`src/core/smpm_defs.svh`:
```
// Purpose: named constants for the strap mode pin multiplexer
// Assumes: included by bare name after the package
// Notes: definitions only
`ifndef SMPM_DEFS_SVH
`define SMPM_DEFS_SVH

// strap codes as {mode_strap_high, mode_strap_low}
`define SMPM_STRAP_DESK 2'h0
`define SMPM_STRAP_NB1 2'h1
`define SMPM_STRAP_NB2 2'h2

// widths
`define SMPM_TAG_W 10
`define SMPM_IO_W 10
`define SMPM_SP_N 17

// shared pin slots
`define SMPM_SP_PARITY_LINE_0 0
`define SMPM_SP_PAR1 1
`define SMPM_SP_PAR2 2
`define SMPM_SP_PARITY_LINE_3 3
`define SMPM_SP_IRQ1 4
`define SMPM_SP_STOP_GRANT_OUT_N 5
`define SMPM_SP_SUSP 6
`define SMPM_SP_DMA_ACK_0 7
`define SMPM_SP_DMA_ACK_5 8
`define SMPM_SP_PWR0 9
`define SMPM_SP_PWR1 10
`define SMPM_SP_PWR2 11
`define SMPM_SP_PWR3 12
`define SMPM_SP_PWR4 13
`define SMPM_SP_PWR7 16

// tag/address pin slots in bus cycles
`define SMPM_TP_ROM 0
`define SMPM_TP_KBD 1
`define SMPM_TP_CLOCK_CHIP_STROBE_N 2
`define SMPM_TP_CLOCK_CHIP_WRITE_N 3
`define SMPM_TP_CMD 4
`define SMPM_TP_CTL 5
`define SMPM_TP_XH 6
`define SMPM_TP_XL 7
`define SMPM_TP_CFGW 8
`define SMPM_TP_CFGR 9

// i/o decode ranges, base and number of ignored low bits
`define SMPM_CMD_PRI 10'h1f0
`define SMPM_CMD_SEC 10'h170
`define SMPM_CMD_LOW 3
`define SMPM_CTL_PRI 10'h3f6
`define SMPM_CTL_SEC 10'h376
`define SMPM_CTL_LOW 1
`define SMPM_CFG_WR_IDX 8'h24
`define SMPM_CFG_RD_IDX 8'h21

// reset values
`define SMPM_EDGE_PREV_RST 1'h1
`define SMPM_STRB_IDLE 1'h1
// power inputs seen in desktop mode: only the low-true event idles high
`define SMPM_PM_IDLE 4'h1

`endif

```
`src/core/smpm_pkg.sv`:
```
// Purpose: types shared by the strap mode pin multiplexer
// Assumes: nothing
// Notes: constants live in smpm_defs.svh
package smpm_pkg;

  // operating mode fixed by the power-on strap
  typedef enum logic [2:0] {
    SMPM_MD_DESK = 3'b001,
    SMPM_MD_NB1 = 3'b010,
    SMPM_MD_NB2 = 3'b100
  } smpm_mode_e;

  // cycle that owns the tag/address pins
  typedef enum logic [3:0] {
    SMPM_CY_IDLE = 4'b0001,
    SMPM_CY_CACHE = 4'b0010,
    SMPM_CY_DRAM = 4'b0100,
    SMPM_CY_BUS = 4'b1000
  } smpm_cycle_e;

  // expansion-bus cycle controls, all active high
  typedef struct packed {
    logic ioCycle;
    logic [9:0] ioAddr;
    logic romRead;
    logic kbdSelect;
    logic rtcStrobe;
    logic rtcWrite;
    logic xcvrHigh;
    logic xcvrLow;
  } smpm_bus_s;

  // configuration register access strobes
  typedef struct packed {
    logic write;
    logic read;
    logic [7:0] index;
  } smpm_cfg_s;

  // notebook power-management inputs
  typedef struct packed {
    logic mainsPresent;
    logic alarm;
    logic batteryLow;
    logic externalEvent_n;
  } smpm_pm_s;

endpackage

```
`src/core/smpm_top.sv`:
```
// Purpose: strap-selected and cycle-multiplexed pin functions
// Assumes: all pin inputs synchronous to clk_sys
// Notes: pin drives are registered, so a pin follows its cause one
//   edge later; two-way pins are split into in, out and enable
`timescale 1ns/1ps
`default_nettype none
`include "smpm_defs.svh"
// Summary of operation
// RULE_01: straps at power-on fix shared pin functions
// RULE_02: straps 00 desktop, low-only nb1, high-only nb2
// RULE_03: parity lines desktop, power inputs in notebook
// RULE_04: nb1 rising-edge irq1, else bus io check
// RULE_05: management irq0 event on every rising edge
// RULE_06: suspend/resume request on button rising edge
// RULE_07: notebook stop-grant low output, desktop int_request_13
// RULE_08: notebook suspended low output, desktop int_request_15
// RULE_09: nb1 dma acks 0/5, else ack codes
// RULE_10: notebook power outputs replace desktop functions
// RULE_11: tag data in cache cycles, dram address in dram cycles
// RULE_12: address bit 10 or dirty bit
// RULE_13: bus cycle rom enable and keyboard select
// RULE_14: bus cycle clock-chip strobe and write
// RULE_15: disk command block select for both ranges
// RULE_16: disk control block select for both ranges
// RULE_17: bus cycle disk transceiver byte enables
// RULE_18: pin 8 pulses low on index 24h write
// RULE_19: pin 9 asserts on index 21h read
// RULE_20: dirty write-back or tag write enable output
// RULE_21: active-low sram output and write enables
// RULE_22: toggled address bits 2 and 3 outputs
// RULE_23: tag pin function follows cycle; idle undriven
// RULE_24: strap captured at reset release, then frozen
module smpm_top
  import smpm_pkg::*;
#(
  parameter int TAG_W = `SMPM_TAG_W
) (
  input wire logic clk_sys,
  input wire logic rst,
  input wire logic mode_strap_low,
  input wire logic mode_strap_high,
  input wire smpm_cycle_e cycleType,
  input wire logic [`SMPM_SP_N-1:0] sharedPinIn,
  output logic [`SMPM_SP_N-1:0] sharedPinOut,
  output logic [`SMPM_SP_N-1:0] sharedPinOe,
  input wire logic [TAG_W:0] tagPinIn,
  output logic [TAG_W:0] tagPinOut,
  output logic [TAG_W:0] tagPinOe,
  input wire logic [3:0] parityOut,
  input wire logic [3:0] parityOe,
  input wire logic stopGrantCycle,
  input wire logic suspended,
  input wire logic dmaAck0,
  input wire logic dmaAck5,
  input wire logic [2:0] dmaAckCode,
  input wire logic [7:0] powerCtl,
  input wire logic cacheWrEnBankB,
  input wire logic cacheOutEnBankB,
  input wire logic memdataLatch,
  input wire logic [TAG_W-1:0] tagWrData,
  input wire logic dirtyWrData,
  input wire logic tagDrive,
  input wire logic [TAG_W:0] dramAddr,
  input wire smpm_bus_s busCtl,
  input wire smpm_cfg_s cfgAccess,
  input wire logic dirtyWrite,
  input wire logic sramOe,
  input wire logic sramWe,
  input wire logic [1:0] toggledAddr,
  input wire logic ext_mgmt_irq_in0,
  input wire logic suspend_resume_button,
  output smpm_mode_e mode,
  output logic modeValid,
  output logic [3:0] parityIn,
  output smpm_pm_s pmStatus,
  output logic busIoCheck,
  output logic intRequest13,
  output logic intRequest15,
  output logic [3:0] dmaRequest,
  output logic [TAG_W-1:0] tagRdData,
  output logic dirtyRdData,
  output logic mgmtIrq0Event,
  output logic mgmtIrq1Event,
  output logic suspendResumeEvent,
  output logic dirty_write_en_n,
  output logic sram_output_en_n,
  output logic sram_write_en_n,
  output logic toggled_addr_bit2,
  output logic toggled_addr_bit3
);

  logic isDesk;
  logic isNb1;
  logic captured_r;
  logic [`SMPM_SP_N-1:0] spOut_nxt;
  logic [`SMPM_SP_N-1:0] spOe_nxt;
  logic [TAG_W:0] tpOut_nxt;
  logic [TAG_W:0] tpOe_nxt;
  logic [TAG_W-1:0] busPin_n;
  logic [2:0] rise;

  if (TAG_W != `SMPM_TAG_W) begin : g_chk
    $error("smpm_top serves exactly ten tag pins plus bit 10");
  end

  assign isDesk = (mode == SMPM_MD_DESK);
  assign isNb1 = (mode == SMPM_MD_NB1);
  assign modeValid = captured_r;

  // strap caught on the first edge after reset release, never again;
  // an illegal strap of both high falls back to desktop
  always_ff @(posedge clk_sys or posedge rst) begin
    if (rst) begin
      mode <= SMPM_MD_DESK;
      captured_r <= 1'b0;
    end else if (!captured_r) begin // RULE_24
      captured_r <= 1'b1;
      case ({mode_strap_high, mode_strap_low}) // RULE_01
        `SMPM_STRAP_DESK: mode <= SMPM_MD_DESK; // RULE_02
        `SMPM_STRAP_NB1: mode <= SMPM_MD_NB1; // RULE_02
        `SMPM_STRAP_NB2: mode <= SMPM_MD_NB2; // RULE_02
        default: mode <= SMPM_MD_DESK;
      endcase
    end
  end

  // shared pin drive by mode; an input function leaves the driver off
  always_comb begin
    spOut_nxt = '0;
    spOe_nxt = '0;
    if (isDesk) begin
      spOut_nxt[`SMPM_SP_PARITY_LINE_3:`SMPM_SP_PARITY_LINE_0] = parityOut; // RULE_03
      spOe_nxt[`SMPM_SP_PARITY_LINE_3:`SMPM_SP_PARITY_LINE_0] = parityOe; // RULE_03
      spOut_nxt[`SMPM_SP_PWR0] = cacheWrEnBankB; // RULE_10
      spOut_nxt[`SMPM_SP_PWR1] = cacheOutEnBankB; // RULE_10
      spOut_nxt[`SMPM_SP_PWR2] = memdataLatch; // RULE_10
    end else begin
      spOut_nxt[`SMPM_SP_STOP_GRANT_OUT_N] = ~stopGrantCycle; // RULE_07
      spOe_nxt[`SMPM_SP_STOP_GRANT_OUT_N] = 1'b1; // RULE_07
      spOut_nxt[`SMPM_SP_SUSP] = ~suspended; // RULE_08
      spOe_nxt[`SMPM_SP_SUSP] = 1'b1; // RULE_08
      spOut_nxt[`SMPM_SP_PWR2:`SMPM_SP_PWR0] = powerCtl[2:0]; // RULE_10
    end
    spOe_nxt[`SMPM_SP_PWR2:`SMPM_SP_PWR0] = 3'h7;
    if (isNb1) begin
      spOut_nxt[`SMPM_SP_DMA_ACK_0] = dmaAck0; // RULE_09
      spOut_nxt[`SMPM_SP_DMA_ACK_5] = dmaAck5; // RULE_09
      spOut_nxt[`SMPM_SP_PWR7:`SMPM_SP_PWR3] = powerCtl[7:3]; // RULE_10
      spOe_nxt[`SMPM_SP_PWR7:`SMPM_SP_PWR3] = 5'h1f; // RULE_10
    end else begin
      spOut_nxt[`SMPM_SP_DMA_ACK_0] = dmaAckCode[0]; // RULE_09
      spOut_nxt[`SMPM_SP_DMA_ACK_5] = dmaAckCode[1]; // RULE_09
      spOut_nxt[`SMPM_SP_PWR3] = dmaAckCode[2]; // RULE_10
      spOe_nxt[`SMPM_SP_PWR3] = 1'b1;
    end
    spOe_nxt[`SMPM_SP_DMA_ACK_5:`SMPM_SP_DMA_ACK_0] = 2'h3;
  end

  // shared pin drivers, off until the strap is known
  always_ff @(posedge clk_sys or posedge rst) begin
    if (rst) begin
      sharedPinOut <= '0;
      sharedPinOe <= '0;
    end else begin
      sharedPinOut <= spOut_nxt;
      sharedPinOe <= captured_r ? spOe_nxt : '0;
    end
  end

  // inputs returned to the core; the unused mode reads as idle
  always_ff @(posedge clk_sys or posedge rst) begin
    if (rst) begin
      parityIn <= '0;
      pmStatus <= smpm_pm_s'(`SMPM_PM_IDLE);
      busIoCheck <= 1'b0;
      intRequest13 <= 1'b0;
      intRequest15 <= 1'b0;
      dmaRequest <= '0;
    end else begin
      parityIn <= isDesk ? sharedPinIn[`SMPM_SP_PARITY_LINE_3:`SMPM_SP_PARITY_LINE_0]
                         : 4'h0; // RULE_03
      // pin 0 carries mains, pin 3 the event; the struct is msb first
      pmStatus <= isDesk ? smpm_pm_s'(`SMPM_PM_IDLE) // RULE_03
                         : smpm_pm_s'({sharedPinIn[`SMPM_SP_PARITY_LINE_0],
                             sharedPinIn[`SMPM_SP_PAR1],
                             sharedPinIn[`SMPM_SP_PAR2],
                             sharedPinIn[`SMPM_SP_PARITY_LINE_3]});
      busIoCheck <= !isNb1 && sharedPinIn[`SMPM_SP_IRQ1]; // RULE_04
      intRequest13 <= isDesk && sharedPinIn[`SMPM_SP_STOP_GRANT_OUT_N]; // RULE_07
      intRequest15 <= isDesk && sharedPinIn[`SMPM_SP_SUSP]; // RULE_08
      dmaRequest <= isNb1 ? 4'h0
                          : sharedPinIn[`SMPM_SP_PWR7:`SMPM_SP_PWR4];
    end
  end

  // edge events: irq0, button, and the shared irq1 pin
  smpm_edge_det #(
    .WIDTH(3)
  ) u_edge (
    .clk_sys(clk_sys),
    .rst(rst),
    .level({sharedPinIn[`SMPM_SP_IRQ1], suspend_resume_button,
            ext_mgmt_irq_in0}),
    .rise(rise)
  );

  assign mgmtIrq0Event = rise[0]; // RULE_05
  assign suspendResumeEvent = rise[1]; // RULE_06
  // gated by mode after detection so the strap capture makes no edge
  assign mgmtIrq1Event = rise[2] & isNb1; // RULE_04

  smpm_bus_decode #(
    .PINS(TAG_W)
  ) u_bus (
    .busCtl(busCtl),
    .cfgAccess(cfgAccess),
    .busPin_n(busPin_n)
  );

  // tag/address pin function follows the cycle that owns it
  always_comb begin
    tpOut_nxt = '0;
    tpOe_nxt = '0;
    case (cycleType) // RULE_23
      SMPM_CY_CACHE: begin
        tpOut_nxt = {dirtyWrData, tagWrData}; // RULE_11
        tpOe_nxt = {(TAG_W+1){tagDrive}}; // RULE_12
      end
      SMPM_CY_DRAM: begin
        tpOut_nxt = dramAddr; // RULE_11
        tpOe_nxt = '1; // RULE_12
      end
      SMPM_CY_BUS: begin
        tpOut_nxt = {1'b0, busPin_n}; // RULE_13
        tpOe_nxt = {1'b0, {TAG_W{1'b1}}};
      end
      default: begin
        tpOut_nxt = '0;
        tpOe_nxt = '0;
      end
    endcase
  end

  // tag pin drivers and captured tag read data
  always_ff @(posedge clk_sys or posedge rst) begin
    if (rst) begin
      tagPinOut <= '0;
      tagPinOe <= '0;
      tagRdData <= '0;
      dirtyRdData <= 1'b0;
    end else begin
      tagPinOut <= tpOut_nxt;
      tagPinOe <= tpOe_nxt;
      if (cycleType == SMPM_CY_CACHE && !tagDrive) begin
        tagRdData <= tagPinIn[TAG_W-1:0]; // RULE_11
        dirtyRdData <= tagPinIn[TAG_W]; // RULE_12
      end
    end
  end

  // dedicated cache pins, all registered
  always_ff @(posedge clk_sys or posedge rst) begin
    if (rst) begin
      dirty_write_en_n <= `SMPM_STRB_IDLE;
      sram_output_en_n <= `SMPM_STRB_IDLE;
      sram_write_en_n <= `SMPM_STRB_IDLE;
      toggled_addr_bit2 <= 1'b0;
      toggled_addr_bit3 <= 1'b0;
    end else begin
      dirty_write_en_n <= ~dirtyWrite; // RULE_20
      sram_output_en_n <= ~sramOe; // RULE_21
      sram_write_en_n <= ~sramWe; // RULE_21
      toggled_addr_bit2 <= toggledAddr[0]; // RULE_22
      toggled_addr_bit3 <= toggledAddr[1]; // RULE_22
    end
  end
endmodule
`default_nettype wire

```
`src/core/smpm_edge_det.sv`:
```
// Purpose: rising-edge event detector for event pins
// Assumes: inputs synchronous to clk_sys
// Notes: one-cycle pulse one edge after the rise
`timescale 1ns/1ps
`default_nettype none
`include "smpm_defs.svh"
module smpm_edge_det #(
  parameter int WIDTH = 3
) (
  input wire logic clk_sys,
  input wire logic rst,
  input wire logic [WIDTH-1:0] level,
  output logic [WIDTH-1:0] rise
);

  logic [WIDTH-1:0] prev_r;

  if (WIDTH < 1) begin : g_chk
    $error("smpm_edge_det needs WIDTH of at least one");
  end

  // previous level resets high so a pin held high at power-on is no event
  always_ff @(posedge clk_sys or posedge rst) begin
    if (rst) begin
      prev_r <= {WIDTH{`SMPM_EDGE_PREV_RST}};
    end else begin
      prev_r <= level;
    end
  end

  // pulse on each low-to-high transition
  always_ff @(posedge clk_sys or posedge rst) begin
    if (rst) begin
      rise <= '0;
    end else begin
      rise <= level & ~prev_r;
    end
  end

endmodule
`default_nettype wire

```
`src/core/smpm_bus_decode.sv`:
```
// Purpose: expansion-bus cycle functions of the tag/address pins
// Assumes: inputs valid for the whole bus cycle
// Notes: combinational, active-low result; caller registers it
`timescale 1ns/1ps
`default_nettype none
`include "smpm_defs.svh"
module smpm_bus_decode
  import smpm_pkg::*;
#(
  parameter int PINS = `SMPM_TAG_W
) (
  input wire smpm_bus_s busCtl,
  input wire smpm_cfg_s cfgAccess,
  output logic [PINS-1:0] busPin_n
);

  if (PINS < `SMPM_TAG_W) begin : g_chk
    $error("smpm_bus_decode needs ten bus-cycle pins");
  end

  // address falls in an aligned window above the ignored low bits
  function automatic logic inRange(input logic [9:0] addr,
                                   input logic [9:0] base,
                                   input int lowBits);
    inRange = (addr >> lowBits) == (base >> lowBits);
  endfunction

  logic cmdHit;
  logic ctlHit;

  // disk chip selects for either controller channel
  assign cmdHit = busCtl.ioCycle &
    (inRange(busCtl.ioAddr, `SMPM_CMD_PRI, `SMPM_CMD_LOW) |
     inRange(busCtl.ioAddr, `SMPM_CMD_SEC, `SMPM_CMD_LOW)); // RULE_15
  assign ctlHit = busCtl.ioCycle &
    (inRange(busCtl.ioAddr, `SMPM_CTL_PRI, `SMPM_CTL_LOW) |
     inRange(busCtl.ioAddr, `SMPM_CTL_SEC, `SMPM_CTL_LOW)); // RULE_16

  // every bus-cycle function is active low; unused upper pins stay high
  always_comb begin
    busPin_n = '1;
    busPin_n[`SMPM_TP_ROM] = ~busCtl.romRead; // RULE_13
    busPin_n[`SMPM_TP_KBD] = ~busCtl.kbdSelect; // RULE_13
    busPin_n[`SMPM_TP_CLOCK_CHIP_STROBE_N] = ~busCtl.rtcStrobe; // RULE_14
    busPin_n[`SMPM_TP_CLOCK_CHIP_WRITE_N] = ~busCtl.rtcWrite; // RULE_14
    busPin_n[`SMPM_TP_CMD] = ~cmdHit; // RULE_15
    busPin_n[`SMPM_TP_CTL] = ~ctlHit; // RULE_16
    busPin_n[`SMPM_TP_XH] = ~busCtl.xcvrHigh; // RULE_17
    busPin_n[`SMPM_TP_XL] = ~busCtl.xcvrLow; // RULE_17
    busPin_n[`SMPM_TP_CFGW] = ~(cfgAccess.write &
      (cfgAccess.index == `SMPM_CFG_WR_IDX)); // RULE_18
    busPin_n[`SMPM_TP_CFGR] = ~(cfgAccess.read &
      (cfgAccess.index == `SMPM_CFG_RD_IDX)); // RULE_19
  end

endmodule
`default_nettype wire

```
`config.mk`:
```
export PLATFORM = sky130hd
export DESIGN_NAME = smpm_top
export DESIGN_NICKNAME = d
export VERILOG_FILES = /design/src/core/smpm_pkg.sv /design/src/core/smpm_top.sv /design/src/core/smpm_edge_det.sv /design/src/core/smpm_bus_decode.sv
export VERILOG_INCLUDE_DIRS = /design/src /design/src/core
export SDC_FILE = /design/constraint.sdc
export NUM_CORES = 1
export LEC_CHECK = 0
export ABC_AREA = 1
export BUFFER_PORTS_ARGS = -buffer_cell sky130_fd_sc_hd__buf_2
export CAP_MARGIN = 40
export CELL_PAD_IN_SITES_DETAIL_PLACEMENT = 1
export CELL_PAD_IN_SITES_GLOBAL_PLACEMENT = 2
export CORE_ASPECT_RATIO = 1.25
export CORE_MARGIN = 2
export CORE_UTILIZATION = 21
export CTS_BUF_LIST = sky130_fd_sc_hd__clkbuf_2 sky130_fd_sc_hd__clkbuf_4 sky130_fd_sc_hd__clkbuf_8
export CTS_CLUSTER_DIAMETER = 30
export DETAILED_ROUTE_END_ITERATION = 10
export GPL_ROUTABILITY_DRIVEN = 0
export MAX_ROUTING_LAYER = met4
export PLACE_DENSITY = 0.89
export SYNTH_ARGS = -nofsm -noshare
export SYNTH_HDL_FRONTEND = slang
export SYNTH_SLANG_ARGS = --single-unit
```
`constraint.sdc`:
```
create_clock -name clk_sys -period 2.45 [get_ports clk_sys]
set_input_delay 0.3675 -clock clk_sys [delete_from_list [all_inputs] [get_ports clk_sys]]
set_output_delay 0.3675 -clock clk_sys [all_outputs]
set_load 0.01 [all_outputs]
```
==> summary.txt <==
Critical path
  – Critical-path top delay cell: dfrtp_1
  – CP Launch Type: register
  – Crit path DAT: 1290 ps
  – CP max FO: 6
  – Cell Chain, Critical Path: inv_1 > nand3_2 > nor2_1 > buf_2
  – CP Class: reg2out
  – CP required: 2080 ps
  – CP Capture Type: primary output
  – Critical Path Max Stage Delay: 390 ps

Timing
  – Setup TNS: 0 ps
  – Fin crit share: 0.675
  – Skew final: 13.3 ps
  – Post-layout minimum cycle time: 1650 ps
  – Relative slew margins: 0.517
  – RSZ-0062 raised after global routing: false
  – F_max: 0.605 GHz
  – Fin. Hold Viols: 0
  – Setup Viol. Count Final: 0
  – Worst Slack Setup Final: 797 ps
  – Worst Max-Slew Pin Slew: 722 ps
  – Slew Viols, Final: 0

Final layout
  – Register area: 1940 um^2
  – Syn-to-layout area delta: 41.3%
  – Multi-input gate area: 815 um^2
  – Filler instances: 1830
  – Non-Filler Instances: 746
  – Nets@finish: 653
  – Layout Cell Area excl Fill: 4580 um^2
  – Layout cell share with drive strength beyond 1: 0.473

Power
  – Sw Ratio: 0.264
  – Max VDD drop: 0.208 mV
  – Pwr per Cell Area: 680 nW/um^2
  – Part of the power in combinational logic: 0.165
  – Switching Power: 0.823 mW
  – Leak: 2.78 nW
  – Clock Power Share: 0.376
  – Seq pwr share: 0.459
  – Int Pwr: 2.29 mW

Place
  – Dpl ws: 715 ps
  – Hpwl dp: 7.37 mm
  – Input/output buffers: 202
  – Placed Cells: 729
  – Placed Area: 4340 um^2

Route
  – Vias post-DR: 2812
  – # DRC: 0
  – Drt first pass iters: 4
  – Vias per std cell: 3.77
  – Total Routed Length: 9.28 mm
  – WL per Instance: 12.4 um
  – Detail Route Antenna Nets: 0
  – First-iteration detailed-routing DRC count: 106

Floorplanning
  – Full die area: 16500 um^2
  – DIE HEIGHT: 143 um
  – Die Wd: 115 um
  – Initial Util: 0.215
  – Core area: 15100 um^2
  – Row cnt: 50
  – IO Pins: 213

Logic synthesis
  – Seq/Total Area, Yosys: 0.597
  – Ys Warns: 0
  – Synthesized flop and latch total: 77
  – Unique masters post-synth: 22
  – Syn Std Cell Area: 3240 um^2
  – Post-synthesis cell count: 344
  – Syn Area/Cell: 9.43 um^2

Clocking
  – Hold_buf cts: 0
  – Root buf cell: clkbuf_8
  – TritonCTS Buffers: 9
  – Clock Tree Buf Depth: 2
  – Number of setup buffers added after CTS: 0
  – Worst-path clk slew: 80 ps
  – Clk_lat worst skew: 360 ps
  – Gates resized, CTS repair: 0
  – TritonCTS clock tree: built
  – CTS sink cnt: 77
  – Htree depth: 3

Global route
  – Total grt overflow: 0
  – Initial antenna violation count: 1
  – Largest net degree at the start of global routing: 78
  – Total GRT Usage: 0.117
  – First-pass GRT wire length: 14.5 mm
  – Vias in the first global route: 2997

Min path
  – Worst Hold Class: in2async

Status
  – Outcome: finished clean

Flow run
  – Max cap viols: 0
-- synthesized netlist by cell type, drive strengths merged --
library cell  instances  area (um^2)
buf                  30          226
clkinv                1         3.75
conb                  2         7.51
dfrtp                69         1730
dfstp                 8          210
ha                    2         25.0
inv                  71          267
nand2                71          277
nand3                35          180
nand3b                1         20.0
nor2                 32          138
nor3b                 4         30.0
o21ai                16          121
or2                   2         12.5
-- routing by layer --
metal,vias to the layer above,wire [um],global-route usage
met5,-,0,-
met4,0,114,0.0399
met3,7,899,0.0390
met2,149,4820,0.208
met1,1290,3440,0.121
li1,1366,-,-
-- final timing paths --
path                       slack (ps)        from  cells past startpoint               end
setup / recovery                  800     mode[2]                      4     mgmtIrq1Event
hold / removal                     30         rst                      3      tagPinOut[7]
setup reg to reg                  900     mode[0]                      4    sharedPinOe[3]
hold reg to reg                   470   modeValid                      0   sharedPinOe[12]
max in group asynchronous        1980         rst                      3  u_edge.prev_r[0]
min in group clk_sys              120  dirtyWrite                      2  dirty_write_en_n
-- state kept, by name, summed over array words and instances (netlist names), 2 cells and up --
register       count
sharedPinOe        7
tagPinOe           2
dmaRequest         4
parityIn           4
tagRdData         10
pmStatus           4
sharedPinOut      16
u_edge.prev_r      3
u_edge.rise        3
mode               3
tagPinOut         11
-- power by group through the flow --
| stage | Combinational, mW | Clock (mW) | Sequential, mW |
|---|---|---|---|
| final | 0.515 | 1.17 | 1.43 |
| after global routing | 0.582 | 1.28 | 1.44 |
| after CTS | 0.529 | 1.23 | 1.43 |
| after detailed placement | 0.527 | 0 | 1.46 |
| after global placement | 0.511 | 0 | 1.45 |
| after floorplan | 0.217 | 0 | 1.51 |
-- layout make-up --
| cell class | count | share of cell area |
|---|---|---|
| inverter | 72 | 0.0592 |
| sequential | 77 | 0.423 |
| antenna | 1 | 0.000546 |
| tap | 208 | 0.0568 |
| clock inverter | 6 | 0.0246 |
| multi-input combinational | 166 | 0.178 |
| timing repair buffer | 206 | 0.230 |
| clock buffer | 10 | 0.0287 |
-- through the flow --
step | util | total power [mW] | hold WS, ps
after global routing | 0.304 | 3.31 | 94.6
after CTS | 0.304 | 3.20 | 86.8
final | 0.304 | 3.12 | 34.1
after global placement | 0.288 | 1.96 | 452
after floorplan | - | 1.73 | 372
after detailed placement | 0.288 | 1.98 | 452
-- cells by family after synthesis --
| family | Yosys count | synth area share |
|---|---|---|
| flops | 77 | 0.597 |
| compound gates | 16 | 0.0374 |
| simple gates | 145 | 0.202 |
| fa+ha+maj | 2 | 0.00771 |
| buf+inv | 102 | 0.153 |
| other cells | 2 | 0.00231 |
-- cells in the final DEF, fill, tap and decap left out, drive strengths merged --
cell type,count
buf,206
nand2,71
inv,70
dfrtp,69
nand3,35
nor2,32
o21ai,16
clkbuf,10
dfstp,8
clkinv,5
nor3b,4
conb,3
bufinv,3
ha,2
or2,2
diode,1
nand3b,1
-- critical path, delay by kind of cell, from the launching register on --
kind / cells / cell delay, ps
buffers and inverters: 2 / 330
flip-flops: 1 / 390
AND/OR/NAND/NOR: 2 / 220
No activity file was read; power rests on OpenSTA's default activity.
